**src/logic/adcrd_cfg.svh**
```systemverilog
// Named constants of the converter result readout block.
// Included by the register slave, the top and the bench; holds definitions only.
//
// Behaviour
// - Interface outputs float while unit-select or read-strobe is high.
// - Code-format select picks twos complement or straight binary results.
// - Serial-parallel select low uses the parallel bus; reads any phase.
// - Byte-order select low puts the low byte on D[7:0].
// - Byte-order select high swaps bytes for 8-bit hosts.
// - Serial mode shifts 16 result bits out, most significant first.
// - Each serial bit stays valid at both edges of the serial clock.
// - Clock-source select low makes the device drive clock and frame marker.
// - Master mode can invert serial clock and frame marker polarity.
// - In master mode read-timing selects shift after or during conversion.
// - Master read-after-conversion keeps busy high until 16 bits are out.
// - Slave mode takes host clock; shifts only with select and strobe low.
// - Slave read-after-conversion reads at any clock up to 40 MHz; here each host clock level must last over one 25 ns clk cycle to be seen.
// - Chain input is used only in slave read-after-conversion mode.
// - Chain input is latched on the edge opposite the shift edge.
// - Slave read-during-conversion pulses late-read when under 16 bits read.
// - A slave read may start after conversion and finish during the next.
// - Convert-start low begins a conversion that cannot be restarted.
// - Convert-start held low while idle restarts conversions automatically.
`ifndef ADCRD_CFG_SVH
`define ADCRD_CFG_SVH

// Register byte addresses on the AXI4-Lite port.
`define ADCRD_ADDR_W        8
`define ADCRD_REG_CTRL      8'h00
`define ADCRD_REG_STATUS    8'h04
`define ADCRD_REG_RESULT    8'h08
`define ADCRD_CTRL_RST      5'h00
`define ADCRD_RESP_OKAY     2'h0
`define ADCRD_RESP_SLVERR   2'h2

// Control register fields.
`define ADCRD_CTRL_W        5
`define ADCRD_B_FORMAT      0
`define ADCRD_B_BYTE_ORDER_SELECT    1
`define ADCRD_B_SERIAL      2
`define ADCRD_B_CLKSRC      3
`define ADCRD_B_INVERT      4

// Status register fields.
`define ADCRD_B_BUSY        0
`define ADCRD_B_LATE        1
`define ADCRD_B_MACTIVE     2
`define ADCRD_B_SCNT_LO     8

// Result width and timing.
`define ADCRD_BITS          16
`define ADCRD_MSB           15
`define ADCRD_CNT_W         5
`define ADCRD_CLK_NS        25
`define ADCRD_CONV_TIME_NS  2000
`define ADCRD_CONV_CYC      ((`ADCRD_CONV_TIME_NS + `ADCRD_CLK_NS - 1) / `ADCRD_CLK_NS)
`define ADCRD_CONV_W        8
`define ADCRD_SCLK_HALF     2'h1
`define ADCRD_PIN_N         5
`define ADCRD_PIN_RST       5'h1f

`endif

```
**src/logic/adcrd_pkg.sv**
```systemverilog
// Types shared by the converter result readout block.
// Assumes nothing of its surroundings.
`default_nettype none
package adcrd_pkg;
  // Conversion sequencer states, one-hot.
  typedef enum logic [2:0] {
    ADCRD_IDLE   = 3'b001,
    ADCRD_CONV   = 3'b010,
    ADCRD_MSHIFT = 3'b100
  } adcrd_state_t;
endpackage
`default_nettype wire

```
**src/logic/adcrd_sync.sv**
```systemverilog
// Two-flop synchroniser for a group of pin inputs.
// Assumes inputs are asynchronous to clk; reset value is constant.
`timescale 1ns/1ps
`default_nettype none
module adcrd_sync #(
  parameter int unsigned W       = 1,
  parameter logic [W-1:0] RST_VAL = '0
) (
  input  wire logic         clk,
  input  wire logic         sys_rst,
  input  wire logic [W-1:0] pin_in,
  output logic      [W-1:0] pin_s
);
  logic [W-1:0] meta_r;

  // First stage feeds only the second stage.
  always_ff @(posedge clk)
  begin
    if (sys_rst)
    begin
      meta_r <= RST_VAL;
      pin_s  <= RST_VAL;
    end
    else
    begin
      meta_r <= pin_in;
      pin_s  <= meta_r;
    end
  end
endmodule // adcrd_sync
`default_nettype wire

```
**src/logic/adcrd_axil.sv**
```systemverilog
// AXI4-Lite register slave: control register, status and result readback.
// Assumes one write and one read in flight at most.
`timescale 1ns/1ps
`default_nettype none
`include "adcrd_cfg.svh"
module adcrd_axil (
  input  wire logic                     clk,
  input  wire logic                     sys_rst,
  input  wire logic [`ADCRD_ADDR_W-1:0] s_axi_awaddr,
  input  wire logic                     s_axi_awvalid,
  output logic                          s_axi_awready,
  input  wire logic [31:0]              s_axi_wdata,
  input  wire logic [3:0]               s_axi_wstrb,
  input  wire logic                     s_axi_wvalid,
  output logic                          s_axi_wready,
  output logic [1:0]                    s_axi_bresp,
  output logic                          s_axi_bvalid,
  input  wire logic                     s_axi_bready,
  input  wire logic [`ADCRD_ADDR_W-1:0] s_axi_araddr,
  input  wire logic                     s_axi_arvalid,
  output logic                          s_axi_arready,
  output logic [31:0]                   s_axi_rdata,
  output logic [1:0]                    s_axi_rresp,
  output logic                          s_axi_rvalid,
  input  wire logic                     s_axi_rready,
  input  wire logic [31:0]              status_in,
  input  wire logic [31:0]              result_in,
  output logic [`ADCRD_CTRL_W-1:0]      ctrl_r
);
  logic                     aw_got_r;
  logic                     w_got_r;
  logic [`ADCRD_ADDR_W-1:0] awaddr_r;
  logic [31:0]              wdata_r;
  logic                     wstrb0_r;

  // Address and data are taken in either order, one each per write.
  always_ff @(posedge clk)
  begin
    if (sys_rst)
    begin
      aw_got_r <= 1'b0;
      w_got_r  <= 1'b0;
      awaddr_r <= '0;
      wdata_r  <= '0;
      wstrb0_r <= 1'b0;
    end
    else if (aw_got_r && w_got_r)
    begin
      aw_got_r <= 1'b0;
      w_got_r  <= 1'b0;
    end
    else
    begin
      if (s_axi_awvalid && s_axi_awready)
      begin
        aw_got_r <= 1'b1;
        awaddr_r <= s_axi_awaddr;
      end
      if (s_axi_wvalid && s_axi_wready)
      begin
        w_got_r  <= 1'b1;
        wdata_r  <= s_axi_wdata;
        wstrb0_r <= s_axi_wstrb[0];
      end
    end
  end

  assign s_axi_awready = ~aw_got_r & ~s_axi_bvalid;
  assign s_axi_wready  = ~w_got_r & ~s_axi_bvalid;

  // Commit the write and raise the response once both halves are in.
  always_ff @(posedge clk)
  begin
    if (sys_rst)
    begin
      ctrl_r       <= `ADCRD_CTRL_RST;
      s_axi_bvalid <= 1'b0;
      s_axi_bresp  <= `ADCRD_RESP_OKAY;
    end
    else if (aw_got_r && w_got_r)
    begin
      s_axi_bvalid <= 1'b1;
      if (awaddr_r == `ADCRD_REG_CTRL)
      begin
        s_axi_bresp <= `ADCRD_RESP_OKAY;
        if (wstrb0_r)
          ctrl_r <= wdata_r[`ADCRD_CTRL_W-1:0];
      end
      else
        s_axi_bresp <= `ADCRD_RESP_SLVERR;
    end
    else if (s_axi_bready)
      s_axi_bvalid <= 1'b0;
  end

  assign s_axi_arready = ~s_axi_rvalid;

  // Reads answer one cycle after the address is taken.
  always_ff @(posedge clk)
  begin
    if (sys_rst)
    begin
      s_axi_rvalid <= 1'b0;
      s_axi_rdata  <= '0;
      s_axi_rresp  <= `ADCRD_RESP_OKAY;
    end
    else if (s_axi_arvalid && s_axi_arready)
    begin
      s_axi_rvalid <= 1'b1;
      s_axi_rresp  <= `ADCRD_RESP_OKAY;
      unique case (s_axi_araddr)
        `ADCRD_REG_CTRL:   s_axi_rdata <= 32'(ctrl_r);
        `ADCRD_REG_STATUS: s_axi_rdata <= status_in;
        `ADCRD_REG_RESULT: s_axi_rdata <= result_in;
        default:
        begin
          s_axi_rdata <= '0;
          s_axi_rresp <= `ADCRD_RESP_SLVERR;
        end
      endcase
    end
    else if (s_axi_rready)
      s_axi_rvalid <= 1'b0;
  end
endmodule // adcrd_axil
`default_nettype wire

```
**src/logic/adcrd_top.sv**
```systemverilog
// Result readout interface of a 16-bit sampling converter: conversion
// sequencing, parallel bus, master and slave serial link, chaining.
// Assumes conv_data comes from the converter core on clk; pins are async.
//
// The implementer's own choices: the AXI4-Lite slave port and the register addresses.
`timescale 1ns/1ps
`default_nettype none
`include "adcrd_cfg.svh"
module adcrd_top
  import adcrd_pkg::*;
(
  input  wire logic                     clk,
  input  wire logic                     sys_rst,
  input  wire logic [`ADCRD_ADDR_W-1:0] s_axi_awaddr,
  input  wire logic                     s_axi_awvalid,
  output logic                          s_axi_awready,
  input  wire logic [31:0]              s_axi_wdata,
  input  wire logic [3:0]               s_axi_wstrb,
  input  wire logic                     s_axi_wvalid,
  output logic                          s_axi_wready,
  output logic [1:0]                    s_axi_bresp,
  output logic                          s_axi_bvalid,
  input  wire logic                     s_axi_bready,
  input  wire logic [`ADCRD_ADDR_W-1:0] s_axi_araddr,
  input  wire logic                     s_axi_arvalid,
  output logic                          s_axi_arready,
  output logic [31:0]                   s_axi_rdata,
  output logic [1:0]                    s_axi_rresp,
  output logic                          s_axi_rvalid,
  input  wire logic                     s_axi_rready,
  input  wire logic [`ADCRD_MSB:0]      conv_data,
  input  wire logic                     convert_start_n,
  input  wire logic                     cs_n,
  input  wire logic                     rd_n,
  input  wire logic                     read_timing_or_chain_input,
  input  wire logic                     sclk_in,
  output logic                          busy_r,
  output logic [`ADCRD_MSB:0]           data_out_r,
  output logic                          data_oe_r,
  output logic                          serial_data_output_r,
  output logic                          serial_oe_r,
  output logic                          sclk_out_r,
  output logic                          sclk_oe_r,
  output logic                          frame_valid_r,
  output logic                          late_read_flag_r
);
  logic [`ADCRD_CTRL_W-1:0]  ctrl_r;
  logic [`ADCRD_PIN_N-1:0]   pins_s;
  logic                      cnv_n_s;
  logic                      cs_n_s;
  logic                      rd_n_s;
  logic                      rtc_s;
  logic                      sclk_s;
  logic                      sclk_d_r;
  logic                      code_format_select;
  logic                      byte_order_select;
  logic                      serial_parallel_select;
  logic                      clock_source_select;
  logic                      clock_invert;
  logic                      selected;
  adcrd_state_t              state_r;
  logic [`ADCRD_CONV_W-1:0]  conv_cnt_r;
  logic                      conv_done;
  logic [`ADCRD_MSB:0]       result_r;
  logic [`ADCRD_MSB:0]       fmt_result;
  logic [`ADCRD_MSB:0]       fmt_new;
  logic                      m_start;
  logic                      m_active_r;
  logic                      m_level_r;
  logic [1:0]                m_half_r;
  logic [`ADCRD_CNT_W-1:0]   m_bits_r;
  logic [`ADCRD_MSB:0]       m_shift_r;
  logic                      m_done;
  logic [`ADCRD_MSB:0]       s_shift_r;
  logic [`ADCRD_CNT_W-1:0]   s_cnt_r;
  logic                      s_chain_r;
  logic                      s_rise;
  logic                      s_fall;
  logic                      late_seen_r;
  logic [31:0]               status_w;

  // Register slave on the AXI4-Lite port.
  adcrd_axil u_axil (
    .clk           (clk),
    .sys_rst       (sys_rst),
    .s_axi_awaddr  (s_axi_awaddr),
    .s_axi_awvalid (s_axi_awvalid),
    .s_axi_awready (s_axi_awready),
    .s_axi_wdata   (s_axi_wdata),
    .s_axi_wstrb   (s_axi_wstrb),
    .s_axi_wvalid  (s_axi_wvalid),
    .s_axi_wready  (s_axi_wready),
    .s_axi_bresp   (s_axi_bresp),
    .s_axi_bvalid  (s_axi_bvalid),
    .s_axi_bready  (s_axi_bready),
    .s_axi_araddr  (s_axi_araddr),
    .s_axi_arvalid (s_axi_arvalid),
    .s_axi_arready (s_axi_arready),
    .s_axi_rdata   (s_axi_rdata),
    .s_axi_rresp   (s_axi_rresp),
    .s_axi_rvalid  (s_axi_rvalid),
    .s_axi_rready  (s_axi_rready),
    .status_in     (status_w),
    .result_in     ({16'h0000, result_r}),
    .ctrl_r        (ctrl_r)
  );

  // All pin inputs pass two flops before any logic sees them.
  adcrd_sync #(
    .W       (`ADCRD_PIN_N),
    .RST_VAL (`ADCRD_PIN_RST)
  ) u_sync (
    .clk     (clk),
    .sys_rst (sys_rst),
    .pin_in  ({convert_start_n, cs_n, rd_n,
               read_timing_or_chain_input, sclk_in}),
    .pin_s   (pins_s)
  );

  assign {cnv_n_s, cs_n_s, rd_n_s, rtc_s, sclk_s} = pins_s;

  // Mode fields from the control register.
  assign code_format_select     = ctrl_r[`ADCRD_B_FORMAT];
  assign byte_order_select      = ctrl_r[`ADCRD_B_BYTE_ORDER_SELECT];
  assign serial_parallel_select = ctrl_r[`ADCRD_B_SERIAL];
  assign clock_source_select    = ctrl_r[`ADCRD_B_CLKSRC];
  assign clock_invert           = ctrl_r[`ADCRD_B_INVERT];
  assign selected               = ~(cs_n_s | rd_n_s);

  // Straight binary passes through; twos complement flips the top bit.
  assign fmt_result = code_format_select ? result_r
                    : {~result_r[`ADCRD_MSB], result_r[`ADCRD_MSB-1:0]};
  assign fmt_new = code_format_select ? conv_data
                 : {~conv_data[`ADCRD_MSB], conv_data[`ADCRD_MSB-1:0]};

  // Conversion completes when the cycle count runs out.
  assign conv_done = (state_r == ADCRD_CONV) && (conv_cnt_r == '0);

  // Master shift starts at conversion start or at conversion end.
  assign m_start = serial_parallel_select && !clock_source_select
                 && ((state_r == ADCRD_IDLE && !cnv_n_s && rtc_s)
                 || (conv_done && !rtc_s));

  // Conversion sequencer; a running conversion ignores convert-start.
  always_ff @(posedge clk)
  begin
    if (sys_rst)
    begin
      state_r    <= ADCRD_IDLE;
      conv_cnt_r <= '0;
    end
    else
    begin
      unique case (state_r)
        ADCRD_IDLE:
          if (!cnv_n_s)
          begin
            state_r    <= ADCRD_CONV;
            conv_cnt_r <= `ADCRD_CONV_W'(`ADCRD_CONV_CYC - 1);
          end
        ADCRD_CONV:
          if (conv_done)
            state_r <= m_start ? ADCRD_MSHIFT : ADCRD_IDLE;
          else
            conv_cnt_r <= conv_cnt_r - 1'b1;
        ADCRD_MSHIFT:
          if (m_done)
            state_r <= ADCRD_IDLE;
        default:
          state_r <= ADCRD_IDLE;
      endcase
    end
  end

  // Busy covers the conversion and a master read-after shift.
  always_ff @(posedge clk)
  begin
    if (sys_rst)
      busy_r <= 1'b0;
    else if (state_r == ADCRD_IDLE)
      busy_r <= !cnv_n_s;
    else
      busy_r <= !(conv_done && !m_start)
             && !(state_r == ADCRD_MSHIFT && m_done);
  end

  // The result is replaced only when a conversion completes.
  always_ff @(posedge clk)
  begin
    if (sys_rst)
      result_r <= '0;
    else if (conv_done)
      result_r <= conv_data;
  end

  // Master serial clock divider and shifter.
  assign m_done = m_active_r && m_level_r && (m_half_r == '0)
                && (m_bits_r == `ADCRD_CNT_W'(`ADCRD_BITS - 1));

  always_ff @(posedge clk)
  begin
    if (sys_rst)
    begin
      m_active_r <= 1'b0;
      m_level_r  <= 1'b0;
      m_half_r   <= '0;
      m_bits_r   <= '0;
      m_shift_r  <= '0;
    end
    else if (m_start && !m_active_r)
    begin
      m_active_r <= 1'b1;
      m_level_r  <= 1'b0;
      m_half_r   <= `ADCRD_SCLK_HALF;
      m_bits_r   <= '0;
      m_shift_r  <= conv_done ? fmt_new : fmt_result;
    end
    else if (m_active_r)
    begin
      if (m_half_r != '0)
        m_half_r <= m_half_r - 1'b1;
      else
      begin
        m_half_r  <= `ADCRD_SCLK_HALF;
        m_level_r <= ~m_level_r;
        if (m_level_r)
        begin
          // Next bit appears with the falling edge and holds a full period.
          m_shift_r <= {m_shift_r[`ADCRD_MSB-1:0], 1'b0};
          m_bits_r  <= m_bits_r + 1'b1;
          if (m_done)
            m_active_r <= 1'b0;
        end
      end
    end
  end

  // Host clock edges seen through the synchroniser output.
  always_ff @(posedge clk)
  begin
    if (sys_rst)
      sclk_d_r <= 1'b1; // Matches the synchroniser reset, so no false edge.
    else
      sclk_d_r <= sclk_s;
  end

  assign s_rise = serial_parallel_select && clock_source_select
                && selected && sclk_s && !sclk_d_r;
  assign s_fall = serial_parallel_select && clock_source_select
                && selected && !sclk_s && sclk_d_r;

  // Slave shifter: chain bit in on the rise, shift out on the fall.
  always_ff @(posedge clk)
  begin
    if (sys_rst)
    begin
      s_shift_r <= '0;
      s_cnt_r   <= '0;
      s_chain_r <= 1'b0;
    end
    else if (conv_done || !selected)
    begin
      s_shift_r <= conv_done ? fmt_new : fmt_result;
      s_cnt_r   <= '0;
      s_chain_r <= 1'b0;
    end
    else
    begin
      if (s_rise)
        s_chain_r <= (state_r == ADCRD_IDLE) && rtc_s;
      if (s_fall)
      begin
        s_shift_r <= {s_shift_r[`ADCRD_MSB-1:0], s_chain_r};
        if (s_cnt_r != `ADCRD_CNT_W'(`ADCRD_BITS))
          s_cnt_r <= s_cnt_r + 1'b1;
      end
    end
  end

  // A slave read left unfinished at conversion end pulses late-read.
  always_ff @(posedge clk)
  begin
    if (sys_rst)
    begin
      late_read_flag_r <= 1'b0;
      late_seen_r      <= 1'b0;
    end
    else
    begin
      late_read_flag_r <= conv_done && serial_parallel_select
                       && clock_source_select && selected
                       && (s_cnt_r != '0)
                       && (s_cnt_r != `ADCRD_CNT_W'(`ADCRD_BITS));
      if (late_read_flag_r)
        late_seen_r <= 1'b1;
      else if (state_r == ADCRD_IDLE && !cnv_n_s)
        late_seen_r <= 1'b0;
    end
  end

  // Parallel bus output with optional byte swap.
  always_ff @(posedge clk)
  begin
    if (sys_rst)
    begin
      data_out_r <= '0;
      data_oe_r  <= 1'b0;
    end
    else
    begin
      data_oe_r <= selected && !serial_parallel_select;
      if (byte_order_select)
        data_out_r <= {fmt_result[7:0], fmt_result[15:8]};
      else
        data_out_r <= fmt_result;
    end
  end

  // Serial pins, multiplexed onto the bus and floated when deselected.
  always_ff @(posedge clk)
  begin
    if (sys_rst)
    begin
      serial_data_output_r <= 1'b0;
      serial_oe_r          <= 1'b0;
      sclk_out_r           <= 1'b0;
      sclk_oe_r            <= 1'b0;
      frame_valid_r        <= 1'b0;
    end
    else
    begin
      serial_oe_r <= selected && serial_parallel_select;
      sclk_oe_r   <= selected && serial_parallel_select
                  && !clock_source_select;
      serial_data_output_r <= clock_source_select ? s_shift_r[`ADCRD_MSB]
                           : m_shift_r[`ADCRD_MSB];
      sclk_out_r    <= m_level_r ^ clock_invert;
      frame_valid_r <= m_active_r ^ clock_invert;
    end
  end

  // Status word read back over the register port.
  assign status_w = {19'h00000, s_cnt_r, 5'h00, m_active_r,
                     late_seen_r, busy_r};
endmodule // adcrd_top
`default_nettype wire

```
**config.mk**
```make
export PLATFORM = sky130hd
export DESIGN_NAME = adcrd_top
export DESIGN_NICKNAME = d
export VERILOG_FILES = /design/src/logic/adcrd_pkg.sv /design/src/logic/adcrd_sync.sv /design/src/logic/adcrd_axil.sv /design/src/logic/adcrd_top.sv
export VERILOG_INCLUDE_DIRS = /design/src /design/src/logic
export SDC_FILE = /design/constraint.sdc
export NUM_CORES = 1
export LEC_CHECK = 0
export ABC_AREA = 1
export ABC_CLOCK_PERIOD_IN_PS = 1730
export BUFFER_PORTS_ARGS = -buffer_cell sky130_fd_sc_hd__buf_2
export CORE_ASPECT_RATIO = 1.1
export CORE_MARGIN = 2
export CORE_UTILIZATION = 50
export CTS_BUF_LIST = sky130_fd_sc_hd__clkbuf_4 sky130_fd_sc_hd__clkbuf_8
export CTS_CLUSTER_DIAMETER = 40
export CTS_CLUSTER_SIZE = 30
export DETAILED_ROUTE_END_ITERATION = 6
export GPL_ROUTABILITY_DRIVEN = 0
export PLACE_DENSITY = 0.83
export SYNTH_ARGS = -nofsm -noshare
export SYNTH_HDL_FRONTEND = slang
export SYNTH_SLANG_ARGS = --single-unit
```
**constraint.sdc**
```tcl
create_clock -name clk -period 1.73 [get_ports clk]
set_clock_uncertainty 0.15 [all_clocks]
set_input_delay 0.173 -clock clk [delete_from_list [all_inputs] [get_ports clk]]
set_output_delay 0.173 -clock clk [all_outputs]
set_load 0.01 [all_outputs]
```
==> results of run 1 <==
-- final timing paths --
path / from / depth (start not counted) / endpoint
min: s_axi_wvalid / 4 / u_axil.wdata_r[3]$_SDFFE_PP0P_
min reg2reg: u_sync.meta_r[1]$_SDFF_PP1_ / 1 / u_sync.pin_s[1]$_SDFF_PP1_
max reg2reg: conv_cnt_r[1]$_SDFFE_PP0P_ / 11 / m_shift_r[12]$_SDFFE_PP0P_
max: conv_cnt_r[1]$_SDFFE_PP0P_ / 11 / m_shift_r[12]$_SDFFE_PP0P_
-- metal layers --
metal  vias up  track usage (%)  wire, µm
met5         -                0         0
met4         0             12.6      1040
met3       110             5.59      1630
met2       424             45.0      9710
met1      3142             30.7      7420
li1       3196                -         -
-- cell families (layout without fill, tap and decap cells) --
logic type | Yosys count | after routing | share of synthesized area, %
compound gates | 175 | 175 | 14.0
xor+xnor | 10 | 10 | 1.35
fa+ha+maj | 5 | 5 | 0.964
buf+inv | 176 | 373 | 12.0
flops | 151 | 151 | 46.6
other cells | 1 | 18 | 0.0578
simple gates | 379 | 379 | 25.1
-- critical path, cell delays in order, from the launching register on --
cell and delay [ps]:
sky130_fd_sc_hd__dfxtp_2 350, sky130_fd_sc_hd__inv_2 50, sky130_fd_sc_hd__ha_4 150, sky130_fd_sc_hd__buf_4 150, sky130_fd_sc_hd__nand2_1 130, sky130_fd_sc_hd__nor3_4 60
sky130_fd_sc_hd__buf_12 150, sky130_fd_sc_hd__o21ai_0 260, sky130_fd_sc_hd__nand2_1 140, sky130_fd_sc_hd__nand2_1 80, sky130_fd_sc_hd__o21ai_1 70, sky130_fd_sc_hd__inv_1 60
-- state kept, by name, summed over array words and instances, names as in the netlist, 2 cells and up --
| name | cells |
|---|---|
| data_out_r | 16 |
| m_shift_r | 16 |
| result_r | 16 |
| s_shift_r | 16 |
| u_axil.s_axi_rdata | 16 |
| conv_cnt_r | 8 |
| u_axil.awaddr_r | 8 |
| m_bits_r | 5 |
| s_cnt_r | 5 |
| u_axil.ctrl_r | 5 |
| u_axil.wdata_r | 5 |
| u_sync.meta_r | 5 |
| u_sync.pin_s | 5 |
| state_r | 3 |
| m_half_r | 2 |
-- layout make-up --
cell class	count	area [µm²]	share of cell area [%]
Sequential cell	151	3030	34.7
Inverter	124	478	5.48
Timing Repair Buffer	216	1610	18.4
Clock inverter	13	179	2.05
Timing Repair inverter	1	8.76	0.100
Tap cell	157	196	2.25
Clock buffer	19	249	2.85
Multi-Input combinational cell	587	2980	34.2
-- power by group through the flow --
stage	registers, µW	logic, µW	clock network (µW)
final	3610	704	2960
after global routing	3620	767	3110
after CTS	3610	640	2940
after detailed placement	3690	537	0
after global placement	3690	521	0
after floorplan	3690	352	0
-- what timing repair did --
item                                    in CTS  in global routing
cloned                                       0                  2
buffers inserted                             9                  3
hold buffers                                42                  0
endpoints found under the setup margin      60                 59
pin swaps                                    7                 21
endpoints found under the hold margin       45                  0
gates resized for setup                     29                 87
-- cell usage in the layout, fill, tap and decap left out, types with 4 or more instances in the layout --
cell	instances
sky130_fd_sc_hd__clkbuf_8	17
sky130_fd_sc_hd__nand3_1	30
sky130_fd_sc_hd__buf_2	96
sky130_fd_sc_hd__o211ai_1	7
sky130_fd_sc_hd__conb_1	18
sky130_fd_sc_hd__o21ai_2	12
sky130_fd_sc_hd__inv_2	11
sky130_fd_sc_hd__buf_4	62
sky130_fd_sc_hd__o21ai_1	27
sky130_fd_sc_hd__xor2_1	6
sky130_fd_sc_hd__nand2_2	14
sky130_fd_sc_hd__xnor2_1	4
sky130_fd_sc_hd__clkinv_2	5
sky130_fd_sc_hd__nor2_4	6
sky130_fd_sc_hd__dfxtp_1	149
sky130_fd_sc_hd__buf_12	5
sky130_fd_sc_hd__o21ai_0	65
sky130_fd_sc_hd__or2_2	12
sky130_fd_sc_hd__buf_6	9
sky130_fd_sc_hd__ha_1	4
sky130_fd_sc_hd__dlygate4sd3_1	42
sky130_fd_sc_hd__a21oi_1	55
sky130_fd_sc_hd__inv_1	110
sky130_fd_sc_hd__nand3_2	9
sky130_fd_sc_hd__nor3_1	6
sky130_fd_sc_hd__nor2_1	76
sky130_fd_sc_hd__bufinv_16	4
sky130_fd_sc_hd__nor2_2	6
sky130_fd_sc_hd__nand2_1	201
-- per-stage QoR --
| stage | cells | utilization (%) |
|---|---|---|
| 2_1_floorplan | 914 | - |
| 3_3_place_gp | 1181 | 59.1 |
| 3_5_place_dp | 1181 | 59.1 |
| 4_1_cts | 1264 | 67.1 |
| 5_1_grt | 1268 | 69.0 |
| 6_report | 1268 | 69.0 |
==> flow_results.org, run 1 <==
** Status
- The flow ran to the end, but the final reports show violations.
- Violated checks :: hold timing, setup timing

** Yosys
- After synthesis, the mean cell area works out to 7.24 µm².
- In the synthesized netlist, the number of instances is 897.
- Among all cell types in the netlist, the one instantiated most often is sky130_fd_sc_hd__nand2_1.
- Seq/Total Area, Yosys :: 46.6%
- Number of distinct library cells after synthesis :: 39
- After synthesis the cells add up to 0.00649 mm².
- Summed over its instances, the top area cell type makes up around 47% of the synthesized netlist area.
- Sorting the synthesized cells by how often they occur yields 216 x sky130_fd_sc_hd__nand2_1, 151 x sky130_fd_sc_hd__dfxtp_1, 118 x sky130_fd_sc_hd__inv_1, 100 x sky130_fd_sc_hd__o21ai_0, 81 x sky130_fd_sc_hd__nor2_1.
- Yosys attributes the largest share of cell area to sky130_fd_sc_hd__dfxtp_1 47%, sky130_fd_sc_hd__nand2_1 12%, sky130_fd_sc_hd__o21ai_0 7.7%.
- In this run, synthesis produced a sequential element count of 151.
- The synthesized design spends more area on one cell type than any other, namely sky130_fd_sc_hd__dfxtp_1.
- During synthesis, Yosys emitted a total of 0 warnings.
- EDFF count, synth :: 0
- For this run, the leading register cell type out of synthesis is sky130_fd_sc_hd__dfxtp_1.
- For this run, asynchronously set or reset flops after synthesis account for 0%.

** Critical path
- The worst setup path is of the reg -> reg kind.
- STA puts the critical path data required time at 2010 ps.
- Critical path arrival :: 2130 ps
- Kind of capture point of the worst setup path :: flip-flop
- STA classifies the critical path startpoint as a flip-flop.
- In this run the worst path has a maximum fanout of 10.
- For flop-to-flop paths, the worst setup slack is -120 ps.

** Floorplan
- Starting Density :: roughly half
- In this run the horizontal extent of the chip is 113 µm.
- The floorplan step defined a die boundary enclosing around 0.014 mm².
- Core footprint :: 0.0126 mm²
- The die is 123 µm tall.
- Number of core rows :: 43
- Num ports :: 145

** Hold path
- The min-delay analysis places its worst path in the category in -> reg.

** Detailed routing
- Vias per inst :: 5.42
- The pre-antenna-repair detailed-routing pass consisted of 6 iterations.
- Initial DRC count :: 690
- Number of design rule violations left after detail routing :: 0
- Across all layers, the routed design uses a little under 7000 vias.
- Final wirelength :: 19800 µm
- Dividing the detail-routed wire length by the instance count gives between 15 and 20 µm.
- Once detail routing completed, the nets flagged for antenna violations numbered 0.

** Final layout
- The finished cells cover 0.00872 mm².
- Of the cells placed in the final design, the portion with a size suffix greater than 1 is between 20% and 30%.
- Final layout net count :: roughly 1200
- Fill cells :: 878
- Number of antenna repair diodes :: 0
- Area Growth Syn to Fin :: 34.4%

** Pwr
- Combinational logic burns around a tenth of the power.
- Sw Share :: 24.9%
- Summed over all nets, the switching power comes to 1810 µW.
- Overall power consumption after layout is estimated at 7280 µW.
- Design internal power :: between 5000 and 6000 µW
- P_leak :: approximately 0.0042 µW
- Clock group share of total power :: 40.7%
- VDD sags by at most 0.000692 V.
- Share of total power in sequential cells :: about half
- For this design the ratio of total power to cell area is 834 mW/mm².

** STA
- Timing would allow up to 539 MHz.
- Worst slew margin relative to its limit :: a little over three fifths
- Setup TNS :: -1490 ps
- Across all setup checks in the final design, the least slack found is -124 ps.
- In the finished design, the share of the clock period the worst path needs comes to 107%.
- The number of slew-limit violations in the final report came to 0.
- Slew of the pin with the lowest slew margin :: 557 ps
- Final critical path time including I/O delays and setup :: roughly 1900 ps
- The tightest hold path in the finished design has a slack of -43.7 ps.
- Setup violations remaining at the end of the flow were counted as 36.
- Setup repair after global routing could not meet its margin everywhere.
- The final-report hold violation count came to 1.

** Clocking
- Maximum clock path buffer count :: 2
- Clock-pin slew was measured on the worst setup and hold paths at approximately 90 ps.
- TritonCTS created 17 clock buffers.
- The clock tree synthesis step divided the H-tree into 4 levels.
- TritonCTS built the clock tree.
- Root Buffer Master :: sky130_fd_sc_hd__clkbuf_8
- Clock tree sinks :: 151
- Later-pin clock latency in the skew report :: 490 ps

** GRT
- Global routing consumed, over all layers together, 26.0% of the routing resources.
- Antenna violations before repair :: 0
- Global routing finished with a remaining overflow of 0.
- Maximum number of pins on one net before global-route repair :: 53
- Via count of the first global-routing pass :: 6094
- First-pass GRT wire length :: 28500 µm

** Placement
- The wire-length estimate of the detail-placed layout is 11400 µm.
- Area of placed instances :: 0.00748 mm²
- Timing analysis after detailed placement gives a worst setup slack of -165 ps.
- Count of port buffers added during placement :: 96

** Flow run
- The tool flagged a number of max-cap violations equal to 0.
No activity file was read; power rests on OpenSTA's default activity.
==> run 2, diff against run 1 <==
Settings changed: CORE_UTILIZATION 50 to 45, PLACE_DENSITY 0.83 to 0.76.
==> flow_results.org, run 2 (synthesized netlist as in run 1, its figures left out) <==
** Pwr
- Power density over the cells :: 827 mW/mm² (was 834 mW/mm²)
- The worst ir drop on vdd is 0.000413 V (was 0.000692 V).
- The leakage component of the power was 0.00424 µW (about the same).

** Detailed routing
- The detail-routed via count per cell was 4.91 (was 5.42).
- The number of violations reported at the end of detailed-routing iteration 0 was 634 (was 690).
- Number of design rule violations left after detail routing :: 0 (unchanged)
- Routed wire per std cell :: 13.2 µm (was 15.6 µm)
- Number of iterations in the first detailed-routing pass :: 5 (was 6)
- Via Count :: 6414 (was 6872)
- The antenna violation net count after detailed routing came to 0 (unchanged).
- Final wirelength :: 17300 µm (was 19800 µm)

** Critical path
- Most numerous cell on the critical path :: sky130_fd_sc_hd__nand2_2 (was sky130_fd_sc_hd__nand2_1)
- Slowest stage cell, crit path :: sky130_fd_sc_hd__dfxtp_2 (unchanged)
- The worst path arrival time is 2010 ps (was 2130 ps).
- Critical Path Fanout Max :: 6 (was 10)
- The worst setup path category is reg -> reg (unchanged).
- Series of cell instances along the critical path :: inv_2 -> ha_4 -> inv_2 -> nor2_4 -> nand3_4 -> buf_6 -> buf_6 -> nand2_2 -> nand2_2 -> nand2_2 -> o211ai_1 -> nand2_1 -> inv_1 (was inv_2 -> ha_4 -> buf_4 -> nand2_1 -> nor3_4 -> buf_12 -> o21ai_0 -> nand2_1 -> nand2_1 -> o21ai_1 -> inv_1)
- Gate family responsible for the most delay along the worst path :: simple AND/OR/NAND/NOR gates (unchanged)
- The number of cells on the critical path was 13 (was 11).
- The type of origin of the critical path was a flip-flop (unchanged).
- Worst EP required :: 1930 ps (was 2010 ps)
- The endpoint kind of the worst setup timing path is a flip-flop (unchanged).
- Number of cells traversed by the worst register-to-register path :: 13 (was 11)
- Peak per-stage delay on the critical path :: 330 ps (was 350 ps)
- The combined buffer and inverter count along the critical path came to 5 (was 4).

** Clocking
- The buffer type at the clock tree root is sky130_fd_sc_hd__clkbuf_8 (unchanged).
- Later-pin clock latency in the skew report :: 450 ps (was 490 ps)
- The deepest clock path buffer count was 2 (unchanged).
- Clock Pin Slew Worst Setup and Hold Paths :: 80 ps (was 90 ps)
- The clock sink count was 151 (unchanged).
- The H-tree level count is 4 (unchanged).
- The total CTS buffers came to 17 (unchanged).
- The CTS tree was built (unchanged).

** Floorplan
- The overall die area came to 0.0154 mm² (was 0.0139 mm²).
- Number of core rows :: 46 (was 43)
- The top-level I/O count is 145 (unchanged).
- Die height :: 130 µm (was 123 µm)
- The die extent in x is 119 µm (was 113 µm).
- The core outline area was 0.0143 mm² (was 0.0126 mm²).
- The effective utilization at floorplan came to 45.5% (was 51.3%).

** Final layout
- The post-route cell area came to 0.00874 mm² (was 0.00872 mm²).
- The total inserted antenna cells is 0 (unchanged).
- The final design utilization came to 61.2% (was 69.0%).
- Top library cells by usage in the layout, fill and taps aside :: 201 x sky130_fd_sc_hd__nand2_1, 148 x sky130_fd_sc_hd__dfxtp_1, 112 x sky130_fd_sc_hd__inv_1 (was 201 x sky130_fd_sc_hd__nand2_1, 149 x sky130_fd_sc_hd__dfxtp_1, 110 x sky130_fd_sc_hd__inv_1)
- Final std cells w/o fill :: 1306 (was 1268)
- The fraction of final layout cells sized beyond drive strength 1 was 26.7% (was 26.5%).
- The number of fill cells is 1172 (was 878).
- The leading cell type in the layout, fill and taps excluded was sky130_fd_sc_hd__nand2_1 (unchanged).
- Area Growth Syn to Fin :: 34.6% (was 34.4%)
- Final layout net count :: 1186 (was 1183)

** GRT
- The aggregate global routing overflow came to 0 (unchanged).
- Maximum number of pins on one net before global-route repair :: 51 (was 53)
- The number of antenna violations at the first check in global routing is 0 (unchanged).
- Overall Global Routing Usage :: 22.1% (was 26.0%)
- First-pass GRT wire length :: 27500 µm (was 28500 µm)
- The via count of the first global-routing pass was 5961 (was 6094).

** STA
- Setup TNS :: -472 ps (was -1490 ps)
- Number of max-slew violations in the final report :: 0 (unchanged)
- # setup viols final :: 13 (was 36)
- Setup repair after global routing missed its margin: true (unchanged).
- The minimum period implied by the final worst setup slack is 1810 ps (was 1850 ps).
- Worst setup margin :: -76.3 ps (was -124 ps)
- Min Hold Slack :: 15.0 ps (was -43.7 ps)
- Post-route fraction of the period consumed by the critical path :: 104% (was 107%)
- Final Hold Violating Endpoints :: 0 (was 1)
- Maximum clock frequency :: 554 MHz (was 539 MHz)

** Placement
- Count of port buffers added during placement :: 96 (unchanged)
- The instance area at placement is 0.00758 mm² (was 0.00748 mm²).
- Post-detail-place hpwl :: 11600 µm (was 11400 µm)
- The cell total after placement came to 1225 (was 1181).

** Status
- Violated checks: setup timing (was hold timing, setup timing).
- Run status :: complete, but fails checks (unchanged)

** Flow run
- The reported max-cap violation count came to 0 (unchanged).

** Hold path
- Type of the tightest min-delay check :: in -> reg (unchanged)
- Min-Delay Path Depth :: 3 (was 4)
## run 2: worst paths after layout
path                                             startpoint                    endpoint  slack, ps
worst max register to register   conv_cnt_r[1]$_SDFFE_PP0P_   s_shift_r[5]$_SDFFE_PP0P_        -80
worst min register to register  u_sync.meta_r[2]$_SDFF_PP1_  u_sync.pin_s[2]$_SDFF_PP1_        260
worst max-delay path             conv_cnt_r[1]$_SDFFE_PP0P_   s_shift_r[5]$_SDFFE_PP0P_        -80
worst min-delay path                                sys_rst  conv_cnt_r[1]$_SDFFE_PP0P_         10
## run 2: worst register-to-register path, delay by kind of cell, from the launching register on
| family | cells | cell delay, ps |
|---|---|---|
| AND/OR/NAND/NOR | 6 | 530 |
| flip-flops | 1 | 330 |
| AO/OA/AOI/OAI | 1 | 110 |
| adder cells (fa/ha/maj) | 1 | 130 |
| buffers and inverters | 5 | 450 |
## run 2: area by class of cell
type | instances | area, µm² | share of cell area [%]
clock buffer | 22 | 303 | 3.47
timing repair buffer | 220 | 1580 | 18.1
inverter | 124 | 473 | 5.41
tap | 192 | 240 | 2.75
sequential | 151 | 3030 | 34.6
multi-input combinational | 587 | 2970 | 34.0
clock inverter | 10 | 141 | 1.62
## run 2: repair_timing
item / 4_1_cts / 5_1_grt
buffers inserted: 6 / 3
pin swaps: 9 / 7
hold buffers: 38 / 1
gates cloned: 0 / 1
endpoints found under the setup margin: 58 / 53
resized for setup: 28 / 65
hold endpoints to repair: 38 / 1
## run 2: through the flow
stage,setup slack [ps],total power (µW)
CTS,-0.281,7210
global placement,-140,4220
global route,-152,7490
floorplan,5.31,4040
finish,-76.3,7230
detailed placement,-167,4230
## run 2: routing by layer
layer / up-vias / part of all wire [%] / GRT usage [%]
met5: - / 0 / 0
met4: 0 / 3.0 / 8.75
met3: 49 / 5.7 / 4.15
met2: 231 / 50 / 40.0
met1: 2932 / 41 / 26.2
li1: 3202 / - / -
## run 2: power breakdown
part           internal [µW]  switching, µW  total, µW  leakage (µW)
sequential              3560           51.4       3610       0.00123
clock                   1620           1310       2930      0.000221
combinational            310            373        683       0.00279
total                   5490           1730       7230       0.00424
